**src/hw/ebra_pkg.sv**
```systemverilog
// constants for the external bus ready and arbitration controller
// assumes a single 100 MHz system clock and no register bus
package ebra_pkg;
   // clock period in ns (100 MHz rate)
   localparam int CLK_PERIOD_NS = 10;
   // width of the memory cycle wait count field
   localparam int MCW_W = 4;
   localparam logic [MCW_W-1:0] MCW_RESET = 4'h0;
   // demultiplexed bus, no tri-state wait: zero gap
   localparam logic [1:0] GAP_DEMUX = 2'h0;
   // multiplexing wait state alone
   localparam logic [1:0] GAP_MUX = 2'h1;
   // multiplexed bus with tri-state wait: two clock cycles
   localparam logic [1:0] GAP_MUX_TRI = 2'h2;
   // read/write delay: strobe leading edge one cycle late
   localparam logic [1:0] RWD_CYCLES = 2'h1;

   // bus cycle sequencer states
   typedef enum logic [2:0]
   {
      EBRA_IDLE = 3'b000,
      EBRA_ADDR = 3'b001,
      EBRA_DLY  = 3'b010,
      EBRA_WAIT = 3'b011,
      EBRA_RDY  = 3'b100,
      EBRA_GAP  = 3'b101,
      EBRA_HOLD = 3'b110
   } ebra_state_e;
endpackage : ebra_pkg

```
**src/hw/ebra_ctrl.sv**
```systemverilog
// external bus cycle sequencer with ready handling and hold arbitration
// assumes ready and hold are already synchronous to sys_clk
module ebra_ctrl (
   input wire logic sys_clk,
   input wire logic rst_n,
   input wire logic access_req,
   input wire logic access_write,
   input wire logic [15:0] access_addr,
   input wire logic [15:0] access_wdata,
   input wire logic [ebra_pkg::MCW_W-1:0] memory_cycle_wait_count,
   input wire logic rw_delay_en,
   input wire logic multiplexed_bus_wait,
   input wire logic tristate_wait_select,
   input wire logic ready_n,
   input wire logic hold_n,
   input wire logic [15:0] bus_data_in,
   output logic access_done,
   output logic [15:0] access_rdata,
   output logic [15:0] bus_addr,
   output logic [15:0] bus_data_out,
   output logic bus_data_oe,
   output logic bus_ctrl_oe,
   output logic rd_n,
   output logic wr_n,
   output logic ale,
   output logic bus_grant_ack,
   output logic bus_regain_request_n,
   output logic system_clock_out
);
   import ebra_pkg::*;

   ebra_state_e st_q;
   ebra_state_e st_d;
   logic wait_zero;
   logic gap_zero;
   logic wait_load;
   logic gap_load;
   logic [MCW_W-1:0] wait_val;
   logic [1:0] gap_val;
   logic [1:0] gap_cnt;
   logic write_q;
   logic strobe_on;
   logic hold_req;
   logic cycle_end;
   logic hold_rise;
   logic hold_q;

   // programmed waits and gap length counters
   ebra_down_counter #(.W(MCW_W)) u_wait (
      .sys_clk(sys_clk),
      .rst_n(rst_n),
      .load(wait_load),
      .value(wait_val),
      .zero(wait_zero)
   );
   ebra_down_counter #(.W(2)) u_gap (
      .sys_clk(sys_clk),
      .rst_n(rst_n),
      .load(gap_load),
      .value(gap_cnt),
      .zero(gap_zero)
   );

   assign gap_val = !multiplexed_bus_wait ? GAP_DEMUX :
      (tristate_wait_select ? GAP_MUX_TRI : GAP_MUX);
   // gap state lasts gap_val cycles, so the count loads one less
   assign gap_cnt = (gap_val == GAP_DEMUX) ? GAP_DEMUX : gap_val - 2'h1;
   // programmed waits; the delay state adds its own cycle
   assign wait_val = memory_cycle_wait_count;
   assign hold_req = !hold_n;
   assign hold_rise = hold_n && !hold_q;
   // ready low at sampling point ends the cycle
   assign cycle_end = (st_q == EBRA_RDY) && !ready_n;
   // reload after the delay state so no wait is lost
   assign wait_load = (st_q == EBRA_ADDR) || (st_q == EBRA_DLY);
   assign gap_load = cycle_end;
   assign strobe_on = (st_q == EBRA_WAIT) || (st_q == EBRA_RDY);

   // next state of the cycle sequencer
   always_comb
   begin
      st_d = st_q;
      unique case (st_q)
         EBRA_IDLE:
         begin
            if (hold_req)
               st_d = EBRA_HOLD;
            else if (access_req)
               st_d = EBRA_ADDR;
         end
         EBRA_ADDR:
         begin
            st_d = rw_delay_en ? EBRA_DLY : EBRA_WAIT;
         end
         EBRA_DLY:
         begin
            st_d = EBRA_WAIT;
         end
         EBRA_WAIT:
         begin
            // programmed waits run before ready is looked at
            if (wait_zero)
               st_d = EBRA_RDY;
         end
         EBRA_RDY:
         begin
            // ready high inserts a wait state
            if (!ready_n)
               st_d = (gap_val == GAP_DEMUX) ? EBRA_IDLE : EBRA_GAP;
         end
         EBRA_GAP:
         begin
            if (gap_zero)
               st_d = EBRA_IDLE;
         end
         EBRA_HOLD:
         begin
            // regain only on hold going high
            if (hold_rise)
               st_d = EBRA_IDLE;
         end
         default:
         begin
            st_d = EBRA_IDLE;
         end
      endcase
   end

   // sequencer and latched transfer info
   always_ff @(posedge sys_clk or negedge rst_n)
   begin
      if (!rst_n)
      begin
         st_q <= EBRA_IDLE;
         write_q <= 1'b0;
         hold_q <= 1'b1;
      end
      else
      begin
         st_q <= st_d;
         hold_q <= hold_n;
         if (st_q == EBRA_IDLE)
            write_q <= access_write;
      end
   end

   // pin registers; all outputs come from flops
   always_ff @(posedge sys_clk or negedge rst_n)
   begin
      if (!rst_n)
      begin
         bus_addr <= 16'h0000;
         bus_data_out <= 16'h0000;
         bus_data_oe <= 1'b0;
         bus_ctrl_oe <= 1'b1;
         rd_n <= 1'b1;
         wr_n <= 1'b1;
         ale <= 1'b0;
         bus_grant_ack <= 1'b0;
         bus_regain_request_n <= 1'b1;
         access_done <= 1'b0;
         access_rdata <= 16'h0000;
         system_clock_out <= 1'b0;
      end
      else
      begin
         system_clock_out <= ~system_clock_out;
         if (st_d == EBRA_ADDR)
         begin
            bus_addr <= access_addr;
            bus_data_out <= access_wdata;
         end
         ale <= (st_d == EBRA_ADDR);
         // strobe asserts after the optional delay state
         rd_n <= !(((st_d == EBRA_WAIT) || (st_d == EBRA_RDY))
            && !write_q);
         wr_n <= !(((st_d == EBRA_WAIT) || (st_d == EBRA_RDY))
            && write_q);
         bus_data_oe <= write_q && (st_d == EBRA_WAIT ||
            st_d == EBRA_RDY || st_d == EBRA_DLY);
         bus_grant_ack <= (st_d == EBRA_HOLD);
         bus_ctrl_oe <= (st_d != EBRA_HOLD);
         // request bus back only with pending access
         bus_regain_request_n <= !((st_d == EBRA_HOLD) && access_req);
         access_done <= cycle_end;
         if (cycle_end && !write_q)
            access_rdata <= bus_data_in;
      end
   end

   // ready high at sampling holds the strobe
   a_ready_wait: assert property (@(posedge sys_clk) disable iff (!rst_n)
      (st_q == EBRA_RDY && ready_n) |=> (st_q == EBRA_RDY))
      else $error("ready high did not insert wait");
   // ready low ends cycle with done pulse
   a_ready_end: assert property (@(posedge sys_clk) disable iff (!rst_n)
      (st_q == EBRA_RDY && !ready_n) |=> access_done ##1 !access_done)
      else $error("cycle not terminated by ready");
   a_wait_first: assert property (@(posedge sys_clk) disable iff (!rst_n)
      (st_q == EBRA_WAIT && !wait_zero) |=> (st_q != EBRA_RDY))
      else $error("ready sampled before programmed waits");
   // delay postpones the strobe one cycle
   a_rw_delay: assert property (@(posedge sys_clk) disable iff (!rst_n)
      (st_q == EBRA_ADDR && rw_delay_en) |=> rd_n && wr_n)
      else $error("strobe not delayed");
   // muxed with tri-state gives a two cycle gap
   a_gap_two: assert property (@(posedge sys_clk) disable iff (!rst_n)
      (cycle_end && gap_val == GAP_MUX_TRI) |=>
      (st_q == EBRA_GAP) [*2] ##1 (st_q == EBRA_IDLE))
      else $error("tri-state gap not two cycles");
   a_gap_zero: assert property (@(posedge sys_clk) disable iff (!rst_n)
      (cycle_end && gap_val == GAP_DEMUX) |=> (st_q == EBRA_IDLE))
      else $error("demux gap not zero");
   // no grant during a running cycle
   a_hold_after: assert property (@(posedge sys_clk) disable iff (!rst_n)
      $rose(bus_grant_ack) |-> $past(st_q) == EBRA_IDLE)
      else $error("hold granted mid cycle");
   a_hold_stay: assert property (@(posedge sys_clk) disable iff (!rst_n)
      (st_q == EBRA_HOLD && !hold_rise) |=> (st_q == EBRA_HOLD))
      else $error("bus regained without hold release");
   a_hold_float: assert property (@(posedge sys_clk) disable iff (!rst_n)
      bus_grant_ack |-> !bus_ctrl_oe && !bus_data_oe && !ale)
      else $error("bus driven while granted away");
   a_bus_regain_request_only: assert property (@(posedge sys_clk) disable iff (!rst_n)
      !bus_regain_request_n |-> bus_grant_ack)
      else $error("regain request outside hold");
endmodule : ebra_ctrl

```
**src/hw/ebra_down_counter.sv**
```systemverilog
// small loadable down counter used for programmed wait and gap counts
// assumes synchronous load, counts down to zero and stops
module ebra_down_counter #(
   parameter int W = 4
) (
   input wire logic sys_clk,
   input wire logic rst_n,
   input wire logic load,
   input wire logic [W-1:0] value,
   output logic zero
);
   logic [W-1:0] cnt_q;
   logic [W-1:0] cnt_d;

   // next count: load wins, else count to zero
   assign cnt_d = load ? value :
      ((cnt_q != '0) ? cnt_q - W'(1) : cnt_q);
   assign zero = (cnt_q == '0);

   // count register
   always_ff @(posedge sys_clk or negedge rst_n)
   begin
      if (!rst_n)
      begin
         cnt_q <= '0;
      end
      else
      begin
         cnt_q <= cnt_d;
      end
   end
endmodule : ebra_down_counter

```
**config.mk**
```make
export PLATFORM = sky130hd
export DESIGN_NAME = ebra_ctrl
export DESIGN_NICKNAME = d
export VERILOG_FILES = /design/src/hw/ebra_pkg.sv /design/src/hw/ebra_ctrl.sv /design/src/hw/ebra_down_counter.sv
export SDC_FILE = /design/constraint.sdc
export NUM_CORES = 1
export LEC_CHECK = 0
export ABC_AREA = 1
export BUFFER_PORTS_ARGS = -buffer_cell sky130_fd_sc_hd__buf_4
export CORE_ASPECT_RATIO = 0.7
export CORE_MARGIN = 2
export CORE_UTILIZATION = 40
export DETAILED_ROUTE_END_ITERATION = 12
export GPL_TIMING_DRIVEN = 0
export PLACE_DENSITY = 0.68
export RECOVER_POWER = 100
export SETUP_SLACK_MARGIN = 0.02
export SLEW_MARGIN = 20
export SYNTH_ARGS = -nofsm -noshare
export SYNTH_HDL_FRONTEND = slang
export SYNTH_SLANG_ARGS = --single-unit
export TNS_END_PERCENT = 10
```
**constraint.sdc**
```tcl
create_clock -name sys_clk -period 5 [get_ports sys_clk]
set_clock_uncertainty 0.1 [all_clocks]
set_input_delay 1 -clock sys_clk [delete_from_list [all_inputs] [get_ports sys_clk]]
set_output_delay 1 -clock sys_clk [all_outputs]
set_load 0.02 [all_outputs]
```
---- After elaboration in Yosys (flattened, before gate mapping) ----
Index checks and enable logic that the tools add are counted.
word-level totals
  flip-flop bits (word level) ............. 68
  bits of input ports ..................... 61
  output and inout port bits .............. 57
cells by class
  reduce and logical (&&, ||, !) cells .... 24
  $add $sub $neg .......................... 3
  mux-type cells .......................... 16
  eq/ne operators ......................... 12
  bitwise logic cells ..................... 1
operators with widths
  operator               count
  $mux W3                7
  $pmux W3 S7            1
  $eq A3 B3 Y1 const B   5
  $eq A3 B2 Y1 const B   4
  $mux W2                5
  $mux W4                2
  $logic_and A1 B1 Y1    7
  $eq A3 B1 Y1 const B   2
  $logic_not A1 Y1       6
  $reduce_bool A2 Y1     3
  $logic_not A2 Y1       2
  $logic_not A4 Y1       1
  $reduce_bool A4 Y1     1
  $sub A2 B1 Y2 const B  2
  $sub A4 B1 Y4 const B  1
  $logic_not A3 Y1       1
  $logic_or A1 B1 Y1     3
  $ne A3 B3 Y1 const B   1
  $mux W1                1
  $not A1 Y1             1

---- Depth between registers and ports, before layout ----
Gate-level depths: netlist of run 1.
  depth in word-level cells ............... 10
  mapped depth ............................ 11

---- Modules after synthesis ----
A second synthesis of run 1 with hierarchy kept.
unflattened totals
  cells, all modules ...................... 331
  area, all modules ....................... 2841.5 sq um
modules (own cells, without submodules)
  module                      area each (sq um)  sequential area each (sq um)  cells an instance  times used
  ebra_ctrl                   2479.9             1557.7                        280                1
  ebra_down_counter (u_wait)  242.7              100.1                         35                 1
  ebra_down_counter (u_gap)   118.9              50.0                          16                 1

---- Worst setup path after synthesis of run 1 ----
OpenSTA, ideal clock, no wires.
  kind .................................... input -> register
  from .................................... input port ready_n
  to ...................................... register access_rdata[10]
  required time ........................... 4775 ps
  stages .................................. 5
  arrival ................................. 1750 ps
  library setup time ...................... 125 ps
  setup slack ............................. 3025 ps
  cell sequence ........................... inv_1 nand2_4 nor2_8 buf_12 mux2_4
on the way
  cells in the longest elaborated chain, start to end .. 3
RTL lines
  what                  line              text
  from (decl)           ebra_ctrl.sv:14   input wire logic ready_n,
  $logic_not A1 Y1      -
  $logic_and A1 B1 Y1   ebra_ctrl.sv:73   assign cycle_end = (st_q == EBRA_RDY) && !ready_n;
  $logic_and A1 B1 Y1   ebra_ctrl.sv:186  if (cycle_end && !write_q)
  to (signal assigned)  ebra_ctrl.sv:187  access_rdata <= bus_data_in;
  to (decl)             ebra_ctrl.sv:18   output logic [15:0] access_rdata,
Every way passes these cells.
A chain may end at the register's enable or synchronous reset.

---- Worst setup path after layout of run 1 ----
  from .................................... register st_q[0]
  to ...................................... register access_rdata[7]
on the way
  cells in the longest elaborated chain, start to end .. 3
RTL lines
  what                    line              text
  from (decl)             ebra_ctrl.sv:32   ebra_state_e st_q;
  from (signal assigned)  ebra_ctrl.sv:140  st_q <= st_d;
  $eq A3 B3 Y1            ebra_ctrl.sv:73
  $logic_and A1 B1 Y1     ebra_ctrl.sv:73
  $logic_and A1 B1 Y1     ebra_ctrl.sv:186
Every way passes these cells.

==> results of run 1 <==
==> Yosys cell counts (2+ instances only) <==
cell type	instances
a21oi_1	3
buf_2	6
dfrtp_1	63
dfstp_2	5
ha_1	2
inv_1	21
inv_2	2
mux2_2	6
mux2_4	10
nand2_1	125
nand2_2	2
nand3_1	11
nand3_2	2
nor2_1	14
nor2_2	3
nor3_1	2
o21ai_0	6
xor2_1	2
==> through the flow <==
| stage | area [um^2] | total power [W] | utilization | worst slack, ns |
|---|---|---|---|---|
| global route | 3800 | 0.002608 | 0.5572 | 2.103 |
| finish | 3800 | 0.002408 | 0.5572 | 2.305 |
| detailed placement | 3851 | 0.002065 | 0.5648 | 2.784 |
| CTS | 4109 | 0.002645 | 0.6026 | 2.897 |
| floorplan | 2855 | 0.001603 | - | 3.025 |
| global placement | 3851 | 0.002034 | 0.5648 | 2.799 |
==> sequential cells by signal, summed over array words and instances (netlist names) <==
signal / flops
access_rdata: 16
bus_ctrl_oe: 1
u_wait.cnt_q: 4
access_done: 1
bus_addr: 16
bus_grant_ack: 1
bus_data_oe: 1
hold_q: 1
rd_n: 1
system_clock_out: 1
bus_regain_request_n: 1
write_q: 1
bus_data_out: 16
st_q: 3
u_gap.cnt_q: 2
wr_n: 1
ale: 1
==> path summary, 6_finish.rpt <==
check	to	start	slack (ns)	cells after the start
min reg2reg	system_clock_out	system_clock_out	0.32	1
min in group asynchronous	u_wait.cnt_q[1]	rst_n	0.65	1
min	system_clock_out	system_clock_out	0.32	1
max	access_rdata[7]	st_q[0]	2.31	7
max reg2reg	access_rdata[7]	st_q[0]	2.31	7
max in group asynchronous	st_q[1]	rst_n	3.57	1
==> cells in the final DEF (no fill, tap or decap), types with 3 or more instances in the layout <==
cell,Yosys,layout
nand2_1,125,126
clkbuf_1,0,63
dfrtp_1,63,63
buf_4,0,59
inv_1,21,23
nor2_1,14,18
nand3_1,11,12
clkbuf_8,0,11
mux2_1,0,9
o21ai_0,6,7
mux2_2,6,6
dfstp_2,5,5
a21oi_1,3,3
bufinv_16,0,3
==> area by class of cell <==
class / count / share of cell area
Inverter: 23 / 0.02272
Multi-Input combinational cell: 195 / 0.2476
Clock buffer: 11 / 0.03984
Clock inverter: 5 / 0.02799
Sequential cell: 68 / 0.4495
Timing Repair Buffer: 117 / 0.1739
Tap cell: 94 / 0.03095
Buffer: 7 / 0.007573
==> power by group through the flow <==
stage	Sequential [W]	Clock, W	Combinational, W
after floorplan	0.00114	0	0.000467
after global placement	0.000918	0	0.00112
final	0.000906	0.000566	0.000935
after global routing	0.000936	0.000612	0.00106
after CTS	0.000920	0.000582	0.00114
after detailed placement	0.000927	0	0.00114
==> cells by family (layout without fill, tap and decap cells) <==
logic type	after synthesis	count (layout)	synth area share
and+or+nand+nor	164	164	0.2428
DFF	68	68	0.5982
muxes	16	16	0.07625
AOI/OAI and AO/OA	11	11	0.02016
adders and majority gates	2	2	0.008763
buffers and inverters	30	163	0.04777
xor gates and xnor gates	2	2	0.006136
==> per-layer routing <==
layer,GRT usage,share of wire,vias to the layer above
li1,-,-,1161
met1,0.2395,0.47,1075
met5,0,0,-
met3,0.06840,0.078,8
met2,0.2670,0.44,91
met4,0.06667,0.014,0
==> summary.txt, run 1 <==
Clocking
  – Cts hold-fix bufs: 0
  – Post_cts resized: 0
  – Root Buffer: clkbuf_8
  – Clock sink count: 68
  – Post-CTS Setup Bufs: 0
  – CTS tree: yes
  – Worst skew pair latency: 0.33 ns
  – Num CTS Buffers: 9
  – Worst-case clock buffer depth: 2
  – H-tree Lvls: 3
  – Worst-path clk slew: around 0.070 ns

Power and ir drop
  – Sequential power share: 0.376
  – Sw Ratio: 0.4009
  – Comb power frac: 0.388
  – Pwr dens: roughly 630 nW/um^2
  – LEAKAGE: 2.043 nW
  – Psw: between 0.0009 and 0.001 W
  – Internal: about 0.0014 W
  – Clock group share of total power: 0.235
  – Peak VDD IR: 0.0002684 V

STA
  – Final hold vios: 0
  – Slew HR: 0.4343
  – RSZ-0062 raised after global routing: false
  – Final setup viols: 0
  – Period utilisation layout: 0.5390
  – Clock period minus worst slack: 2.695 ns
  – Hold WS: 0.3181 ns
  – Setup TNS: 0 ns
  – Maximum clock rate: approximately 370 MHz
  – Actual slew at the worst max-slew pin: roughly 0.85 ns
  – Final Slew Violations: 0

Synthesis
  – Ys async rst share: 1.000
  – Mapped Cells: between 200 and 300
  – Seq cells post-synth: a little under 70
  – Post-synth EDFFs: 0
  – Top cell type's share of synthesized area: 0.5521
  – Area contributors post-synth: dfrtp_1, nand2_1, mux2_4, dfstp_2, inv_1
  – Synth warn: 0
  – Netlist cell types: 26
  – Synth area leader: dfrtp_1
  – Post-synthesis sequential area ratio: 0.5982
  – Net Count, Synth: roughly 360
  – Synthesized area: about 2900 um^2
  – Synthesized area per cell: ~10 um^2
  – Ys flop type: dfrtp_1

Route
  – DRT iter0 DRCs: about 130
  – WL/cell: ~13 um
  – Via/cell ratio: about 4.5
  – Post-Route WL: 6579 um
  – Final ANT Viol Nets: 0
  – Post-route DRC: 0
  – DR pass1 iterations: 4
  – Via count: 2335

Floorplanning
  – Io pins: roughly 120
  – Initial core utilization: 0.4187
  – Core ar.: ~7000 um^2
  – Chip height: approximately 75 um
  – Die area: 7840 um^2
  – Chip Width: roughly 100 um
  – FP Rows: 25

Finish
  – Area grow syn2layout: 33.08%
  – Layout Cells excl Fill: 520
  – ANT cells: 0
  – FILL cells: a little under 700
  – Register area: approximately 1700 um^2
  – NumNets Final: a little under 500
  – Share of cells above drive strength 1: 0.2207
  – Multi-input gate area: 940.9 um^2

Setup path
  – Kind of critical path: reg -> reg
  – Largest fanout on the critical path: 10
  – Crit path required time: 5.11 ns
  – Max incr delay on CP: about 0.56 ns
  – CP bufs+invs: 2
  – WP data arrival: 2.81 ns
  – CP endpoint kind: flop
  – Slowest stage cell, crit path: nor2_1
  – Worst path top cell family by delay: simple AND/OR/NAND/NOR gates
  – Worst Setup Start Kind: flop
  – CP most frequent cell: nor2_1
  – Cells along the critical path: inv_1 -> nand2_2 -> nor2_1 -> nand2_4 -> nor2_1 -> clkbuf_1 -> mux2_1

Status
  – Status: finished clean

Placed design
  – Hpwl dp: around 4900 um
  – Global placement routability congestion: around 0.83
  – DP Cell Count: between 500 and 600
  – # port buffers: 117

Global route
  – GR Util All Layers: 0.1782
  – GRT overflow: 0
  – Initial antenna violation count: 0
  – Largest net degree at the start of global routing: 69
  – Vias in the first global route: approximately 2200
  – First-pass GRT wire length: approximately 11000 um

Run
  – Max-cap violation count: 0

Min path
  – HP Class: reg -> reg
(Power assumes the default switching activity.)
==> run 2: changes to the inputs <==
==> constraint.sdc (replaced) <==
create_clock -name sys_clk -period 2.7 [get_ports sys_clk]
set_clock_uncertainty 0.1 [all_clocks]
set_input_delay 0.54 -clock sys_clk [delete_from_list [all_inputs] [get_ports sys_clk]]
set_output_delay 0.54 -clock sys_clk [all_outputs]
set_load 0.02 [all_outputs]
==> run 2 against run 1 <==
  * The run now ends with max-capacitance violations, max-slew violations left
  * Sequential power increased by 87%
  * Cell count unchanged
  * Total power increased by 86%
  * Combinational power increased by 86%
  * Flip-flop and latch count unchanged
  * Die area unchanged
  * Via count increased by 0.56%
  * Design area increased by 0.82%
  * Non-clock buffer count unchanged
  * Global-route usage unchanged
  * Critical endpoint is now bus_data_out[8]
  * Largest power group unchanged
==> summary.txt, run 2 (synthesis gave the netlist of run 1 again) <==
Status
  – Status: complete, but fails checks
  – Violated checks: max-capacitance violations, max-slew violations

Setup path
  – Crit path required time: 2.82 ns (-2.29 ns)
  – Largest fanout on the critical path: 10 (unchanged)
  – Reg2reg path depth: 7 (unchanged)
  – WP data arrival: 2.17 ns (-0.64 ns)
  – Kind of critical path: reg -> reg
  – CP endpoint kind: flop
  – Worst Setup Start Kind: flop

Run
  – Max-cap violation count: 1 (+1)

STA
  – Setup TNS: 0 ns (unchanged)
  – Slew HR: -0.1056 (-0.5399)
  – RSZ-0062 raised after global routing: false
  – Maximum clock rate: 488.2 MHz (+32%)
  – Final hold vios: 0 (unchanged)
  – Clock period minus worst slack: 2.048 ns (-0.6467 ns)
  – Actual slew at the worst max-slew pin: 1.658 ns (+0.8098 ns)
  – Period utilisation layout: 0.7586 (+0.2196)
  – Final setup viols: 0 (unchanged)
  – Final Slew Violations: 69 (+69)

Power and ir drop
  – Psw: 0.001797 W (+86%)
  – Comb power frac: 0.389 (about the same)
  – Sw Ratio: 0.4017 (+0.0008817)
  – Peak VDD IR: 0.0004963 V (+85%)
  – Clock group share of total power: 0.234 (about the same)
  – Internal: 0.002677 W (+86%)
  – Sequential power share: 0.377 (about the same)
  – Pwr dens: 1168 nW/um^2 (+84%)
  – LEAKAGE: 2.072 nW (+1.4%)

Placed design
  – # port buffers: 117 (unchanged)
  – Hpwl dp: 4897 um (unchanged)
  – Global placement routability congestion: 0.8336 (unchanged)
  – DP Cell Count: 504 (unchanged)

Clocking
  – Worst skew pair latency: 0.33 ns (about the same)
  – H-tree Lvls: 3 (unchanged)
  – Root Buffer: clkbuf_8
  – CTS tree: yes
  – Worst-path clk slew: 0.07 ns (about the same)
  – Num CTS Buffers: 9 (unchanged)
  – Clock sink count: 68 (unchanged)
  – Cts hold-fix bufs: 0 (unchanged)
  – Worst-case clock buffer depth: 2 (unchanged)
  – Post_cts resized: 0 (unchanged)
  – Post-CTS Setup Bufs: 0 (unchanged)

Finish
  – Largest registers: access_rdata x16, bus_addr x16, bus_data_out x16
  – ANT cells: 0 (unchanged)
  – Layout Cells excl Fill: 520 (unchanged)
  – Most frequent cells in the layout: nand2_1, dfrtp_1, clkbuf_1
  – Most common cell after layout, fill and taps aside: nand2_1
  – Area grow syn2layout: 34.18%
  – NumNets Final: 484 (unchanged)
  – Share of cells above drive strength 1: 0.2300 (+0.009390)

Floorplanning
  – FP Rows: 25 (unchanged)
  – Initial core utilization: 0.4187 (unchanged)
  – Core ar.: 6819 um^2 (unchanged)
  – Die area: 7840 um^2 (unchanged)
  – Io pins: 118 (unchanged)
  – Chip Width: 105.0 um (unchanged)
  – Chip height: 74.69 um (unchanged)

Route
  – Post-Route WL: 6564 um (-0.23%)
  – WL/cell: 12.62 um (-0.23%)
  – Via count: 2348 (+0.56%)
  – Post-route DRC: 0 (unchanged)
  – DR pass1 iterations: 4 (unchanged)
  – Via/cell ratio: 4.515 (+0.56%)
  – DRT iter0 DRCs: 112 (-15%)
  – Final ANT Viol Nets: 0 (unchanged)

Global route
  – Vias in the first global route: 2193 (unchanged)
  – Initial antenna violation count: 0 (unchanged)
  – First-pass GRT wire length: 10720 um (unchanged)
  – GR Util All Layers: 0.1782 (unchanged)
  – GRT overflow: 0 (unchanged)
  – Largest net degree at the start of global routing: 69 (unchanged)

Min path
  – Worst hold path depth: 2 (+1)
  – HP Class: in -> reg
-- run 2: stage by stage --
step | area, um^2 | worst slack (ns) | utilization | power (W) | hold WS (ns)
final | 3831 | 0.6517 | 0.5618 | 0.004474 | 0.2405
after global routing | 3831 | 0.4328 | 0.5618 | 0.004843 | 0.2130
after detailed placement | 3851 | 0.9088 | 0.5648 | 0.003824 | 0.3141
after global placement | 3851 | 0.9252 | 0.5648 | 0.003766 | 0.3155
after floorplan | 2855 | 1.096 | - | 0.002968 | 0.1444
after CTS | 4109 | 0.8911 | 0.6026 | 0.004898 | 0.2200
-- run 2: final cells by class --
class / count / area, um^2
Buffer: 7 / 48.80
Clock inverter: 5 / 106.4
Inverter: 23 / 86.33
Timing Repair Buffer: 117 / 658.1
Clock buffer: 11 / 151.4
Tap cell: 94 / 117.6
Sequential cell: 68 / 1708
Fill cell: 674 / 2988
Multi-Input combinational cell: 195 / 954.7
-- run 2: power groups by stage --
| stage | combinational (W) | clock, W | sequential [W] |
|---|---|---|---|
| floorplan | 0.000864 | 0 | 0.00210 |
| finish | 0.00174 | 0.00105 | 0.00169 |
| CTS | 0.00212 | 0.00108 | 0.00170 |
| detailed placement | 0.00211 | 0 | 0.00172 |
| global route | 0.00197 | 0.00113 | 0.00174 |
| global placement | 0.00207 | 0 | 0.00170 |
-- run 2: routing by layer --
layer | track usage | vias to the layer above | part of all wire
li1 | - | 1163 | -
met1 | 0.2395 | 1083 | 0.47
met2 | 0.2670 | 93 | 0.44
met3 | 0.06840 | 9 | 0.079
met4 | 0.06667 | 0 | 0.014
met5 | 0 | - | 0
-- run 2: worst paths after layout --
path,to,slack [ns],from
worst max-delay path,bus_data_out[8],0.65,st_q[0]
worst min-delay path,bus_regain_request_n,0.24,access_req
worst max register to register,bus_data_out[8],0.65,st_q[0]
worst min register to register,system_clock_out,0.32,system_clock_out
max in group asynchronous,st_q[1],0.98,rst_n
min in group asynchronous,u_wait.cnt_q[1],0.51,rst_n
-- run 2: critical path, stage by stage (launching register included) --
cell and delay (ns):
dfrtp_1 0.47, nor2_1 0.17, nand2_1 0.12, nor2_1 0.51, inv_1 0.18, buf_2 0.24, nand2_1 0.09, nand2_1 0.05
==> run 3: changes to the inputs <==
==> constraint.sdc (replaced) <==
create_clock -name sys_clk -period 2.07 [get_ports sys_clk]
set_clock_uncertainty 0.1 [all_clocks]
set_input_delay 0.414 -clock sys_clk [delete_from_list [all_inputs] [get_ports sys_clk]]
set_output_delay 0.414 -clock sys_clk [all_outputs]
set_load 0.02 [all_outputs]
==> run 3 against run 2 <==
  * The run still ends with max-capacitance violations, max-slew violations left
  * Design area increased by 0.98%
  * Worst hold slack lost 0.13 ns
  * Sequential share of layout area down 0.43 points
  * Register-to-register slack worse by 0.47 ns
  * Global-route usage is the same
  * Combinational power up 34%
  * Via count grew 0.43%
  * Largest power group unchanged
  * Count of clock-buffer cells in the layout did not move
  * Non-clock buffer count did not move
==> summary.txt, run 3 (synthesis gave the netlist of run 1 again) <==
Status
  – Status: complete, but fails checks
  – Violated checks: max-capacitance violations, max-slew violations

Global route
  – First-pass GRT wire length: 10720 um (unchanged)
  – Vias in the first global route: 2193 (unchanged)
  – GRT overflow: 0 (unchanged)
  – GR Util All Layers: 0.1782 (unchanged)
  – Initial antenna violation count: 0 (unchanged)
  – Largest net degree at the start of global routing: 69 (unchanged)

Setup path
  – WP data arrival: 2.01 ns (-0.16 ns)
  – Worst path top cell family by delay: simple AND/OR/NAND/NOR gates
  – Crit path required time: 2.19 ns (-0.63 ns)
  – Worst Setup Start Kind: flop
  – CP endpoint kind: flop
  – Cells along the critical path: inv_2 -> nand2_1 -> nor2_1 -> nand2_4 -> nor2_8 -> buf_12 -> mux2_4
  – Kind of critical path: reg -> reg
  – CP bufs+invs: 2 (unchanged)
  – Slowest stage cell, crit path: dfrtp_1
  – Largest fanout on the critical path: 10 (unchanged)
  – Max incr delay on CP: 0.47 ns (-0.04 ns)

Clocking
  – Worst-path clk slew: 0.07 ns (about the same)
  – CTS tree: yes
  – Num CTS Buffers: 9 (unchanged)
  – H-tree Lvls: 3 (unchanged)
  – Post_cts resized: 0 (unchanged)
  – Worst-case clock buffer depth: 2 (unchanged)
  – Root Buffer: clkbuf_8
  – Post-CTS Setup Bufs: 0 (unchanged)
  – Clock sink count: 68 (unchanged)
  – Worst skew pair latency: 0.33 ns (about the same)
  – Cts hold-fix bufs: 0 (unchanged)

Route
  – DRT iter0 DRCs: 118 (+5.4%)
  – Via count: 2358 (+0.43%)
  – Post-route DRC: 0 (unchanged)
  – WL/cell: 12.75 um (+0.99%)
  – Final ANT Viol Nets: 0 (unchanged)
  – Post-Route WL: 6629 um (+0.99%)
  – Via/cell ratio: 4.535 (+0.43%)
  – DR pass1 iterations: 4 (unchanged)

STA
  – Maximum clock rate: 529.1 MHz (+8.4%)
  – Actual slew at the worst max-slew pin: 1.659 ns (+0.0004418 ns)
  – Final hold vios: 0 (unchanged)
  – Final Slew Violations: 69 (unchanged)
  – Hold WS: 0.1143 ns (-0.1262 ns)
  – Setup TNS: 0 ns (unchanged)
  – Period utilisation layout: 0.9130 (+0.1544)
  – Slew HR: -0.1059 (-0.0002940)
  – RSZ-0062 raised after global routing: false
  – Final setup viols: 0 (unchanged)
  – Clock period minus worst slack: 1.890 ns (-0.1583 ns)

Power and ir drop
  – Comb power frac: 0.395 (+0.006)
  – Sw Ratio: 0.3998 (-0.001967)
  – LEAKAGE: 2.081 nW (+0.45%)
  – Internal: 0.003543 W (+32%)
  – Pwr dens: 1526 nW/um^2 (+31%)
  – Peak VDD IR: 0.0006471 V (+30%)
  – Psw: 0.002360 W (+31%)
  – Clock group share of total power: 0.232 (-0.002)
  – Sequential power share: 0.373 (-0.004)

Finish
  – NumNets Final: 484 (unchanged)
  – Post-route cell area: 3869 um^2 (+0.98%)
  – Most common cell after layout, fill and taps aside: nand2_1
  – Area grow syn2layout: 35.50%
  – Largest registers: access_rdata x16, bus_addr x16, bus_data_out x16
  – Most frequent cells in the layout: nand2_1, dfrtp_1, clkbuf_1
  – Layout Cells excl Fill: 520 (unchanged)
  – ANT cells: 0 (unchanged)
  – Share of cells above drive strength 1: 0.2535 (+0.02347)

Floorplanning
  – Chip Width: 105.0 um (unchanged)
  – Io pins: 118 (unchanged)
  – Die area: 7840 um^2 (unchanged)
  – FP Rows: 25 (unchanged)
  – Chip height: 74.69 um (unchanged)
  – Core ar.: 6819 um^2 (unchanged)
  – Initial core utilization: 0.4187 (unchanged)

Placed design
  – # port buffers: 117 (unchanged)
  – Global placement routability congestion: 0.8336 (unchanged)
  – DP Cell Count: 504 (unchanged)
  – Post-DP Area: 3851 um^2 (unchanged)
  – Hpwl dp: 4897 um (unchanged)

Run
  – Max-cap violation count: 1 (unchanged)

Min path
  – HP Class: in -> reg
## run 3: path summary, 6_finish.rpt
| check | start | end | slack, ns | cells past startpoint |
|---|---|---|---|---|
| setup / recovery | st_q[0] | access_rdata[7] | 0.18 | 7 |
| hold / removal | access_req | bus_regain_request_n | 0.11 | 2 |
| setup reg to reg | st_q[0] | access_rdata[7] | 0.18 | 7 |
| hold reg to reg | system_clock_out | system_clock_out | 0.32 | 1 |
| max in group asynchronous | rst_n | st_q[1] | 0.48 | 1 |
| min in group asynchronous | rst_n | u_wait.cnt_q[1] | 0.38 | 1 |
## run 3: metal layers
layer / GRT usage / vias up / share of wire
li1: - / 1165 / -
met1: 0.2395 / 1092 / 0.47
met2: 0.2670 / 92 / 0.43
met3: 0.06840 / 9 / 0.083
met4: 0.06667 / 0 / 0.014
met5: 0 / - / 0
## run 3: final cells by class
| type | count | area [um^2] |
|---|---|---|
| Fill cell | 662 | 2950 |
| Sequential cell | 68 | 1708 |
| Multi-Input combinational cell | 195 | 993.5 |
| Timing Repair Buffer | 117 | 658.1 |
| Clock buffer | 11 | 151.4 |
| Tap cell | 94 | 117.6 |
| Clock inverter | 5 | 106.4 |
| Inverter | 23 | 86.33 |
| Buffer | 7 | 47.55 |
## run 3: worst reg2reg max path, delay by kind of cell, from the launching register on
kind	cells	cell delay (ns)
AND/OR/NAND/NOR	4	0.63
flip-flops	1	0.47
multiplexers	1	0.31
buffers and inverters	2	0.28
## run 3: stage by stage
stage | setup WS, ns | util | total power, W
floorplan | 0.4656 | - | 0.003871
global placement | 0.2952 | 0.5648 | 0.004912
detailed placement | 0.2788 | 0.5648 | 0.004987
CTS | 0.2611 | 0.6026 | 0.006389
global route | 0.09475 | 0.5673 | 0.006387
finish | 0.1800 | 0.5673 | 0.005903
## run 3: power by group through the flow
stage	Combinational, W	Clock (W)	Sequential (W)
final	0.00233	0.00137	0.00220
after global routing	0.00263	0.00148	0.00228
after CTS	0.00276	0.00140	0.00222
after detailed placement	0.00275	0	0.00224
after global placement	0.00270	0	0.00222
after floorplan	0.00113	0	0.00274
